`config.mk`:
```
export PLATFORM = sky130hd
export DESIGN_NAME = cst_regs
export DESIGN_NICKNAME = d
export VERILOG_FILES = /design/src/logic/cst_pkg.sv /design/src/logic/cst_regs.sv
export SDC_FILE = /design/constraint.sdc
export NUM_CORES = 1
export LEC_CHECK = 0
export BUFFER_PORTS_ARGS = -buffer_cell sky130_fd_sc_hd__buf_2
export CAP_MARGIN = 20
export CELL_PAD_IN_SITES_DETAIL_PLACEMENT = 1
export CELL_PAD_IN_SITES_GLOBAL_PLACEMENT = 2
export CORE_MARGIN = 3
export CORE_UTILIZATION = 35
export CTS_BUF_LIST = sky130_fd_sc_hd__clkbuf_16
export DETAILED_ROUTE_END_ITERATION = 7
export PLACE_DENSITY_LB_ADDON = 0.12
export RECOVER_POWER = 25
export REMOVE_ABC_BUFFERS = 1
export SLEW_MARGIN = 10
export SYNTH_ARGS = -nofsm -noshare
export SYNTH_HDL_FRONTEND = slang
export SYNTH_SLANG_ARGS = --single-unit
```
`constraint.sdc`:
```
create_clock -name i_sys_clk -period 5.3 [get_ports i_sys_clk]
set_input_delay 0.265 -clock i_sys_clk [delete_from_list [all_inputs] [get_ports i_sys_clk]]
set_output_delay 0.265 -clock i_sys_clk [all_outputs]
set_load 0.1 [all_outputs]
```
`src/logic/cst_pkg.sv`:
```
/*
  Package for the CAN status, timing and filter register block.
  Assumes a 32-bit APB slave view with one aligned word per register.
*/
package cst_pkg;
  localparam int unsigned ADDR_W = 12;
  localparam logic [11:0] OFF_INTERRUPT_FLAGS = 12'h000;
  localparam logic [11:0] OFF_INTERRUPT_ENABLES = 12'h004;
  localparam logic [11:0] OFF_ERROR_COUNTERS = 12'h008;
  localparam logic [11:0] OFF_BIT_TIMING_ONE = 12'h00C;
  localparam logic [11:0] OFF_BIT_TIMING_TWO = 12'h010;
  localparam logic [11:0] OFF_FILTER_ENABLES = 12'h014;
  localparam logic [11:0] OFF_FILTER_TARGET_LO = 12'h018;
  localparam logic [11:0] OFF_MODE_CONTROL = 12'h01C;

  localparam int unsigned FLAG_TX_BUFFER = 0;
  localparam int unsigned FLAG_RX_BUFFER = 1;
  localparam int unsigned FLAG_RX_OVERFLOW = 2;
  localparam int unsigned FLAG_FIFO_FULL = 3;
  localparam int unsigned FLAG_ERROR = 5;
  localparam int unsigned FLAG_WAKEUP = 6;
  localparam int unsigned FLAG_INVALID = 7;
  localparam logic [7:0] FLAG_MASK = 8'hEF;

  localparam logic [7:0] BT1_MASK = 8'hFF;
  localparam logic [15:0] BT2_MASK = 16'h47FF;
  localparam logic [15:0] FILTER_EN_RESET = 16'hFFFF;
  localparam logic [15:0] BT2_RESET = 16'h0000;

  localparam logic [2:0] MODE_CONFIG = 3'h4;
  localparam logic [2:0] MODE_RESET = 3'h4;

  localparam logic [3:0] TARGET_FIFO = 4'hF;

  localparam logic [8:0] WARN_LIMIT = 9'h060;
  localparam logic [8:0] PASSIVE_LIMIT = 9'h080;
  localparam logic [8:0] BUSOFF_LIMIT = 9'h100;
  localparam logic [5:0] IPT_QUANTA = 6'h02;
endpackage

```
`src/logic/cst_regs.sv`:
```
/*
  CAN status, error counters, bit timing and filter steering registers.
  Assumes an APB master on i_sys_clk and event pulses from core logic
  on the same clock; the bus line input is asynchronous.
*/
// Added by the designer: the register addresses and the APB slave port.
`timescale 1ns/1ps
// What this block does
// - Read-only transmit/receive error state indications
// - Error flag sets on error state activation
// - Invalid message flag, reset zero, clear-only
// - Wake-up activity sets clear-only flag
// - FIFO almost full sets clear-only flag
// - Receive buffer overflow sets clear-only flag
// - Receive and transmit buffer clear-only flags
// - Enable per flag gates interrupt request
// - Transmit error counter in upper byte
// - Receive error counter in lower byte
// - Jump width equals field plus one
// - Quantum is prescaler plus one
// - Phase two length equals field plus one
// - Phase two select picks programmed or derived
// - Triple or single sampling per select bit
// - Phase one length equals field plus one
// - Propagation length equals field plus one
// - Wake-up path optionally through line filter
// - Sixteen filter enables, reset one, gate acceptance
// - Filter hit steers to buffer or FIFO
// - Filters zero to three pointers, low nibble first
// - Mode request field, code four is configuration
module cst_regs #(
  parameter int unsigned FILTER_N = 16
) (
  input wire logic i_sys_clk,
  input wire logic i_rst_n,
  input wire logic i_psel,
  input wire logic i_penable,
  input wire logic i_pwrite,
  input wire logic [cst_pkg::ADDR_W-1:0] i_paddr,
  input wire logic [31:0] i_pwdata,
  input wire logic [3:0] i_pstrb,
  output logic [31:0] o_prdata,
  output logic o_pready,
  output logic o_pslverr,
  input wire logic [8:0] i_tx_error_count,
  input wire logic [7:0] i_rx_error_count,
  input wire logic i_invalid_msg,
  input wire logic i_wakeup_activity,
  input wire logic i_fifo_almost_full,
  input wire logic i_rx_overflow,
  input wire logic i_rx_buffer_event,
  input wire logic i_tx_buffer_event,
  input wire logic i_can_rx,
  input wire logic [FILTER_N-1:0] i_filter_match,
  output logic o_irq,
  output logic [6:0] o_resync_jump_quanta,
  output logic [6:0] o_quantum_clocks,
  output logic [3:0] o_phase_one_quanta,
  output logic [3:0] o_phase_two_quanta,
  output logic [3:0] o_propagation_quanta,
  output logic o_triple_sample,
  output logic o_wakeup_line,
  output logic o_config_mode,
  output logic [2:0] o_requested_operation_mode,
  output logic o_hit_valid,
  output logic [3:0] o_hit_filter,
  output logic o_hit_to_fifo,
  output logic [3:0] o_hit_buffer
);
  import cst_pkg::*;

  logic [7:0] flags;
  logic [7:0] enables;
  logic [7:0] bit_timing_one;
  logic [15:0] bit_timing_two;
  logic [15:0] filter_enables;
  logic [15:0] filter_target_lo;
  logic [2:0] requested_operation_mode;
  logic [5:0] err_state_q;
  logic rx_meta;
  logic rx_sync;
  logic [2:0] rx_hist;
  logic line_filtered;

  function automatic logic [3:0] plus_one3(input logic [2:0] v);
    return {1'b0, v} + 4'h1;
  endfunction

  wire [3:0] jump_q = plus_one3({1'b0, bit_timing_one[7:6]});

  // Error state indications from the counters
  wire tx_busoff_state = i_tx_error_count >= BUSOFF_LIMIT;
  wire tx_passive_state = !tx_busoff_state && (i_tx_error_count >= PASSIVE_LIMIT);
  wire rx_passive_state = {1'b0, i_rx_error_count} >= PASSIVE_LIMIT;
  wire tx_warning_state = i_tx_error_count >= WARN_LIMIT;
  wire rx_warning_state = {1'b0, i_rx_error_count} >= WARN_LIMIT;
  wire any_warning_state = tx_warning_state || rx_warning_state;
  wire [5:0] err_state = {tx_busoff_state, tx_passive_state, rx_passive_state,
                          tx_warning_state, rx_warning_state, any_warning_state};
  wire err_rise = |(err_state & ~err_state_q);

  // APB decode
  wire access = i_psel && i_penable;
  wire wr = access && i_pwrite;
  wire hit_flags = i_paddr == OFF_INTERRUPT_FLAGS;
  wire hit_en = i_paddr == OFF_INTERRUPT_ENABLES;
  wire hit_ec = i_paddr == OFF_ERROR_COUNTERS;
  wire hit_bt1 = i_paddr == OFF_BIT_TIMING_ONE;
  wire hit_bt2 = i_paddr == OFF_BIT_TIMING_TWO;
  wire hit_fen = i_paddr == OFF_FILTER_ENABLES;
  wire hit_ftg = i_paddr == OFF_FILTER_TARGET_LO;
  wire hit_mode = i_paddr == OFF_MODE_CONTROL;
  wire mapped = hit_flags || hit_en || hit_ec || hit_bt1 || hit_bt2 ||
                hit_fen || hit_ftg || hit_mode;
  wire [15:0] wmask16 = {{8{i_pstrb[1]}}, {8{i_pstrb[0]}}};
  wire [15:0] wdata16 = i_pwdata[15:0];

  // Writing zero clears a flag; writing one keeps it
  wire [7:0] flag_clear = (wr && hit_flags && i_pstrb[0]) ? ~wdata16[7:0] : 8'h00;
  wire [7:0] flag_set = {i_invalid_msg, i_wakeup_activity, err_rise, 1'b0,
                         i_fifo_almost_full, i_rx_overflow, i_rx_buffer_event,
                         i_tx_buffer_event};
  wire [7:0] next_flags = ((flags & ~flag_clear) | flag_set) & FLAG_MASK;

  function automatic logic [15:0] merge16(input logic [15:0] old, input logic [15:0] mask);
    return (old & ~wmask16) | (wdata16 & wmask16 & mask);
  endfunction

  wire [15:0] next_enables16 = merge16({8'h00, enables}, {8'h00, FLAG_MASK});
  wire [15:0] next_bt1_16 = merge16({8'h00, bit_timing_one}, {8'h00, BT1_MASK});
  wire [15:0] flags_word = {2'b00, err_state, flags};
  wire [15:0] ec_word = {i_tx_error_count[7:0], i_rx_error_count};
  wire [15:0] rdata16 =
    hit_flags ? flags_word :
    hit_en ? {8'h00, enables} :
    hit_ec ? ec_word :
    hit_bt1 ? {8'h00, bit_timing_one} :
    hit_bt2 ? bit_timing_two :
    hit_fen ? filter_enables :
    hit_ftg ? filter_target_lo :
    hit_mode ? {13'h0000, requested_operation_mode} : 16'h0000;

  always_ff @(posedge i_sys_clk or negedge i_rst_n) begin
    if (!i_rst_n) begin
      flags <= 8'h00;
      err_state_q <= 6'h00;
    end else begin
      flags <= next_flags;
      err_state_q <= err_state;
    end
  end

  always_ff @(posedge i_sys_clk or negedge i_rst_n) begin
    if (!i_rst_n) begin
      enables <= 8'h00;
      bit_timing_one <= 8'h00;
      bit_timing_two <= BT2_RESET;
      filter_enables <= FILTER_EN_RESET;
      filter_target_lo <= 16'h0000;
      requested_operation_mode <= MODE_RESET;
    end else if (wr) begin
      if (hit_en) enables <= next_enables16[7:0];
      if (hit_bt1) bit_timing_one <= next_bt1_16[7:0];
      if (hit_bt2) bit_timing_two <= merge16(bit_timing_two, BT2_MASK);
      if (hit_fen) filter_enables <= merge16(filter_enables, 16'hFFFF);
      if (hit_ftg) filter_target_lo <= merge16(filter_target_lo, 16'hFFFF);
      if (hit_mode && i_pstrb[0]) requested_operation_mode <= wdata16[2:0];
    end
  end

  always_ff @(posedge i_sys_clk or negedge i_rst_n) begin
    if (!i_rst_n) begin
      o_prdata <= 32'h0000_0000;
    end else if (i_psel && !i_penable && !i_pwrite) begin
      o_prdata <= {16'h0000, rdata16};
    end
  end

  assign o_pready = 1'b1;
  assign o_pslverr = access && !mapped;
  assign o_irq = |(flags & enables);

  // Bit timing decode
  wire [2:0] phase_two_length = bit_timing_two[10:8];
  wire phase_two_select = bit_timing_two[7];
  wire triple_sample_select = bit_timing_two[6];
  wire [2:0] phase_one_length = bit_timing_two[5:3];
  wire [2:0] propagation_length = bit_timing_two[2:0];
  wire wakeup_line_filter_select = bit_timing_two[14];
  wire [3:0] phase_one_q = plus_one3(phase_one_length);
  wire [3:0] derived_phase_two = ({2'b00, phase_one_q} >= IPT_QUANTA) ? phase_one_q
                                 : IPT_QUANTA[3:0];
  assign o_resync_jump_quanta = {3'h0, jump_q};
  assign o_quantum_clocks = {1'b0, bit_timing_one[5:0]} + 7'h01;
  assign o_phase_one_quanta = phase_one_q;
  assign o_phase_two_quanta = phase_two_select ? plus_one3(phase_two_length)
                              : derived_phase_two;
  assign o_propagation_quanta = plus_one3(propagation_length);
  assign o_triple_sample = triple_sample_select;
  assign o_requested_operation_mode = requested_operation_mode;
  assign o_config_mode = requested_operation_mode == MODE_CONFIG;

  // Bus line synchroniser and three-sample agreement filter for wake-up
  always_ff @(posedge i_sys_clk or negedge i_rst_n) begin
    if (!i_rst_n) begin
      rx_meta <= 1'b1;
      rx_sync <= 1'b1;
      rx_hist <= 3'h7;
      line_filtered <= 1'b1;
    end else begin
      rx_meta <= i_can_rx;
      rx_sync <= rx_meta;
      rx_hist <= {rx_hist[1:0], rx_sync};
      line_filtered <= (rx_hist == 3'h7) ? 1'b1 : (rx_hist == 3'h0) ? 1'b0 : line_filtered;
    end
  end
  assign o_wakeup_line = wakeup_line_filter_select ? line_filtered : rx_sync;

  // Lowest enabled matching filter wins
  wire [FILTER_N-1:0] accepted = i_filter_match & filter_enables[FILTER_N-1:0];
  logic [3:0] win;
  always_comb begin
    win = 4'h0;
    for (int i = FILTER_N - 1; i >= 0; i--) begin
      if (accepted[i]) win = 4'(i);
    end
  end
  wire [3:0] target = (win < 4'h4) ? filter_target_lo[{win[1:0], 2'b00} +: 4] : TARGET_FIFO;

  always_ff @(posedge i_sys_clk or negedge i_rst_n) begin
    if (!i_rst_n) begin
      o_hit_valid <= 1'b0;
      o_hit_filter <= 4'h0;
      o_hit_to_fifo <= 1'b0;
      o_hit_buffer <= 4'h0;
    end else begin
      o_hit_valid <= |accepted;
      o_hit_filter <= win;
      o_hit_to_fifo <= target == TARGET_FIFO;
      o_hit_buffer <= target;
    end
  end
endmodule

```
* Yosys cells after proc, flatten, opt, wreduce, memory -nomap -nowiden *
Index checks and enable logic that the tools add are counted.
Widths: inputs -> output; s select.

operators by class
  add/subtract/negate cells = 5
  magnitude comparators = 7
  eq/ne operators = 10
  shifts and indexed selects = 1
  multiplexer cells = 31
  bitwise logic cells = 20
  reduce and logical (&&, ||, !) cells = 33

operators by type and width
  cell                 count
  $mux 16              7
  $and 16x16->16       5
  $mux 4               19
  $eq 12x5->1 const B  4
  $and 8x8->8          4
  $or 16x16->16        2
  $eq 12x4->1 const B  2
  $or 8x8->8           3
  $not 16->16          1
  $not 8->8            2
  $or 16x15->16        1
  $reduce_or 16->1     1
  $shiftx 16x5->4      1
  $add 3x1->4 const B  3
  $eq 12x3->1 const B  1
  $logic_not 12->1     1
  $reduce_and 2->1     6
  $ge 9x7->1 const B   1
  $ge 9x8->1 const B   1
  $ge 9x9->1 const B   1
  $logic_and 1x1->1    9
  $ge 8x7->1 const B   1
  $ge 8x8->1 const B   1
  $logic_or 1x1->1     8
  other kinds (16)     22

storage, ports and cells
  bits in registers = 112
  output and inout bits = 77
  logic and storage cells = 124

* Logic depth before layout (Yosys ltp) *
  word-level depth = 20
  mapped depth = 9

* Worst setup path before layout *
OpenSTA, ideal clock, no wires.

  path type = reg-to-output
  start = reg requested_operation_mode[2], in the netlist o_requested_operation_mode[2]
  end = out o_config_mode
  data arrival time = 3.143 ns
  data required time = 5.035 ns
  path slack = 1.892 ns
  stages on the path, launching flop included = 2
  path buffers = 0
  cell sequence = dfstp_2 nor3b_1

between the ends
  longest elaborated chain between the ends = 1

RTL lines
  item                    RTL line         source
  start, declared         cst_regs.sv:78   logic [2:0] requested_operation_mode;
  start signal, assigned  cst_regs.sv:167  if (hit_mode && i_pstrb[0]) requested_operation_mode <= wdata16[2:0];
  $eq 3x3->1              cst_regs.sv:201  assign o_config_mode = requested_operation_mode == MODE_CONFIG;
  end, declared           cst_regs.sv:63   output logic o_config_mode,

No other way between the ends.

==> run summary <==
maximum root-to-sink buffer count - 2
maximum fanout encountered on the critical timing path - 65
share of flip-flops with an asynchronous set or reset - 1.00
Critical Setup Path Class - input pin to async pin
Die ar. - 0.0178 sq mm
Layout Nets - 742
post-synth design cell area - 0.00567 sq mm
total negative slack for setup checks - 0 ps
gr usage total - 0.203
Register Area - 0.00283 sq mm
number of violations of the max-capacitance limit - 1
number of sinks handled by clock tree synthesis - 112
result of the run - finished, violations left
hold violation count in the final report - 0
height of the die - 133 um
Crit. End Element - async pin
Slew headroom - -1.47
CTS H-tree depth - 3
number of remaining DRC errors - 0
clock latency at the later pin of the worst-skew pair - 360 ps
violations in the final reports - capacitance limit, slew limit
footprint of the multi-input gates - 0.00259 sq mm
endpoint arrival time on the critical path - 3740 ps
initial antenna violation count - 0
worst stage delay on the critical path - 2560 ps
core outline area - 0.0155 sq mm
worst ir drop on vdd - 142 uV
worst reg2reg path depth - 7
final weighted congestion in routability-driven placement - 0.840
warning count from the yosys run - 0
transition time at the pin with the least slew margin - 3710 ps
Syn Area/Cell - 10.9 sq um
register bit total from synthesis - 112
post-DR vias/cell - 5.31
Final Instance Area - 0.00670 sq mm
fraction of final layout cells with drive strength greater than 1 - 0.360
number of optimization iterations in the first detailed-route pass - 4
class of the most critical hold timing path - input pin to register
total of endpoints with negative setup slack in the final report - 0
clk_skew - 9.98 ps
detailed-route wire length per cell - 20.7 um
leakage - 3.28 nW
Routed WL - 17800 um
Buf+Inv Stages, Crit Path - 2
boundary pin count - 170
antenna viol nets, final - 0
Final Max Tran Viols - 66
number of distinct standard cells referenced by the synthesized netlist - 55
CTS tree - built
Starting DRT DRC Count - 236
sum of overflow across all layers after global routing - 0
Levels on crit path - 2
category of cells accounting for the largest share of critical-path delay - buffers and inverters
leading register cell type out of synthesis - sky130_fd_sc_hd__dfrtp_1
total number of vias - 4565
count of filler cells inserted in the layout - 1802
Num CTS Buffers - 9
slowest CP cell - sky130_fd_sc_hd__clkbuf_1
share of the yosys chip area belonging to registers - 0.500
Critical Path End - o_prdata[14]
timing-limited maximum frequency - 303 MHz
startpoint kind of the worst setup timing path - input pin
worst slack on hold paths - 94.3 ps
wire length of the first global-routing pass - 27900 um
Die X-Extent - 133 um
worst path required time - 5740 ps
number of buffers inserted by post-CTS setup repair - 0
synthesis-to-finish area growth - 18.2%
number of global-route vias before repair - 4905
largest net degree at the start of global routing - 66
Reg2Reg Capture Point - o_hit_to_fifo
Area after DPL - 0.00641 sq mm
number of placement rows - 45
RSZ-0062 raised after global routing - false
I/O Buffers - 130
cell at the root of the clock tree - sky130_fd_sc_hd__clkbuf_16
Final Cycle Share - 0.622
list of cells traversed by the critical path - clkbuf_1 > buf_4
Syn Inst Count - 521
post-CTS clock slew at the launch and capture registers of the worst setup and hold paths - 70 ps
number of flops mapped to enable cells by yosys - 0
Crit. Startpoint - i_rst_n
slack of the worst reg-to-reg path - 2780 ps
DPL Wire Length - 13600 um
pwr/cell area - 261 mW/mm^2
effective utilization at floorplan - 0.365
Final Critical Period - 3300 ps
## layout by cell type, fill, tap and decap left out, types with 3 or more instances in the layout
cell type	synthesis	routed
sky130_fd_sc_hd__a211oi_1	4	4
sky130_fd_sc_hd__a21oi_1	23	23
sky130_fd_sc_hd__a221oi_1	11	11
sky130_fd_sc_hd__a222oi_1	5	5
sky130_fd_sc_hd__a22o_1	4	4
sky130_fd_sc_hd__a22oi_1	13	13
sky130_fd_sc_hd__a32oi_1	3	3
sky130_fd_sc_hd__and2_1	4	4
sky130_fd_sc_hd__and3_1	6	6
sky130_fd_sc_hd__buf_2	8	127
sky130_fd_sc_hd__clkbuf_1	8	3
sky130_fd_sc_hd__clkbuf_16	0	9
sky130_fd_sc_hd__conb_1	2	21
sky130_fd_sc_hd__dfrtp_1	89	89
sky130_fd_sc_hd__dfstp_2	23	21
sky130_fd_sc_hd__ha_1	6	6
sky130_fd_sc_hd__inv_1	16	20
sky130_fd_sc_hd__mux2_2	60	60
sky130_fd_sc_hd__mux2i_1	20	20
sky130_fd_sc_hd__nand2_1	47	47
sky130_fd_sc_hd__nand2b_1	8	8
sky130_fd_sc_hd__nand3_1	9	9
sky130_fd_sc_hd__nand4_1	4	4
sky130_fd_sc_hd__nor2_1	26	26
sky130_fd_sc_hd__nor2_2	3	3
sky130_fd_sc_hd__nor2b_1	10	10
sky130_fd_sc_hd__nor3_1	8	8
sky130_fd_sc_hd__nor4_1	3	3
sky130_fd_sc_hd__o21ai_0	38	38
sky130_fd_sc_hd__o2bb2ai_1	5	5
sky130_fd_sc_hd__xnor2_1	3	3
sky130_fd_sc_hd__xor2_1	4	4
## timing repair
| action | CTS | global route |
|---|---|---|
| setup endpoints to repair | 0 | 0 |
| hold buffers | 1 | 0 |
| hold endpoints to repair | 1 | 0 |
| resized for setup | 0 | 0 |
## worst register-to-register path: stages (launching register included)
cell and delay [ps]:
sky130_fd_sc_hd__dfstp_2 590, sky130_fd_sc_hd__and2_1 150, sky130_fd_sc_hd__o211ai_1 90, sky130_fd_sc_hd__a222oi_1 340
sky130_fd_sc_hd__o21ai_0 200, sky130_fd_sc_hd__nor3_1 500, sky130_fd_sc_hd__a22oi_1 280, sky130_fd_sc_hd__and4_1 270
## how the worst min path moves through the flow
stage                      start            to  slack (ps)  cells after the start
3_3_place_gp             rx_meta       rx_sync         350                      0
5_1_grt        i_rx_buffer_event      flags[1]          80                      2
4_1_cts                  i_rst_n  o_prdata[13]          40                      1
3_5_place_dp             rx_meta       rx_sync         350                      0
6_report       i_rx_buffer_event      flags[1]          90                      2
2_1_floorplan            i_rst_n     async pin         -30                      0
## cell usage after synthesis, types with 5 or more instances
library cell                count  share of area
sky130_fd_sc_hd__dfrtp_1       89           0.39
sky130_fd_sc_hd__mux2_2        60           0.12
sky130_fd_sc_hd__nand2_1       47          0.031
sky130_fd_sc_hd__o21ai_0       38          0.034
sky130_fd_sc_hd__nor2_1        26          0.017
sky130_fd_sc_hd__a21oi_1       23          0.020
sky130_fd_sc_hd__dfstp_2       23           0.11
sky130_fd_sc_hd__buf_4         21          0.028
sky130_fd_sc_hd__mux2i_1       20          0.035
sky130_fd_sc_hd__inv_1         16          0.011
sky130_fd_sc_hd__a22oi_1       13          0.017
sky130_fd_sc_hd__a221oi_1      11          0.017
sky130_fd_sc_hd__nor2b_1       10          0.011
sky130_fd_sc_hd__nand3_1        9         0.0079
sky130_fd_sc_hd__buf_2          8         0.0071
sky130_fd_sc_hd__clkbuf_1       8         0.0053
sky130_fd_sc_hd__nand2b_1       8         0.0088
sky130_fd_sc_hd__nor3_1         8         0.0071
sky130_fd_sc_hd__and3_1         6         0.0066
sky130_fd_sc_hd__ha_1           6          0.013
sky130_fd_sc_hd__a222oi_1       5         0.0088
sky130_fd_sc_hd__o2bb2ai_1      5         0.0077
## routing by layer
metal  routed length [um]  up-vias  part of all wire  track usage
met5                    0        -                 0            0
met3                  868       25             0.049       0.0427
met1                 8170     2308              0.46        0.271
li1                     -     2093                 -            -
met2                 8460      139              0.47        0.330
met4                  316        0             0.018       0.0686
## report_power, final
part           internal (mW)  total (mW)  switching, mW
clock network          0.359       0.665          0.306
registers              0.866       0.871        0.00464
logic                 0.0376       0.211          0.174
total                   1.26        1.75          0.484
## kinds of logic after synthesis
| kind of cell | synth area share |
|---|---|
| xor+xnor | 0.0108 |
| compound gates | 0.136 |
| mux | 0.155 |
| fa+ha+maj | 0.0132 |
| simple gates | 0.129 |
| buf+inv | 0.0552 |
| other cells | 0.00133 |
| flops | 0.500 |
## stage by stage
stage | setup slack, ps | total power, mW | std cells | util
floorplan | 1890 | 1.02 | 500 | -
global placement | 2260 | 1.10 | 842 | 0.412
detailed placement | 2130 | 1.10 | 842 | 0.412
CTS | 2550 | 1.77 | 859 | 0.431
global route | 1290 | 1.82 | 859 | 0.431
finish | 2000 | 1.75 | 860 | 0.431
## layout make-up
type / instances / area share
Sequential cell: 112 / 0.423
Timing Repair Buffer: 132 / 0.0992
Clock buffer: 9 / 0.0336
Tap cell: 211 / 0.0394
Inverter: 16 / 0.00897
Clock inverter: 7 / 0.00859
Antenna cell: 1 / 0.000374
Multi-Input combinational cell: 372 / 0.387
Power figures use the tool's default switching activity.
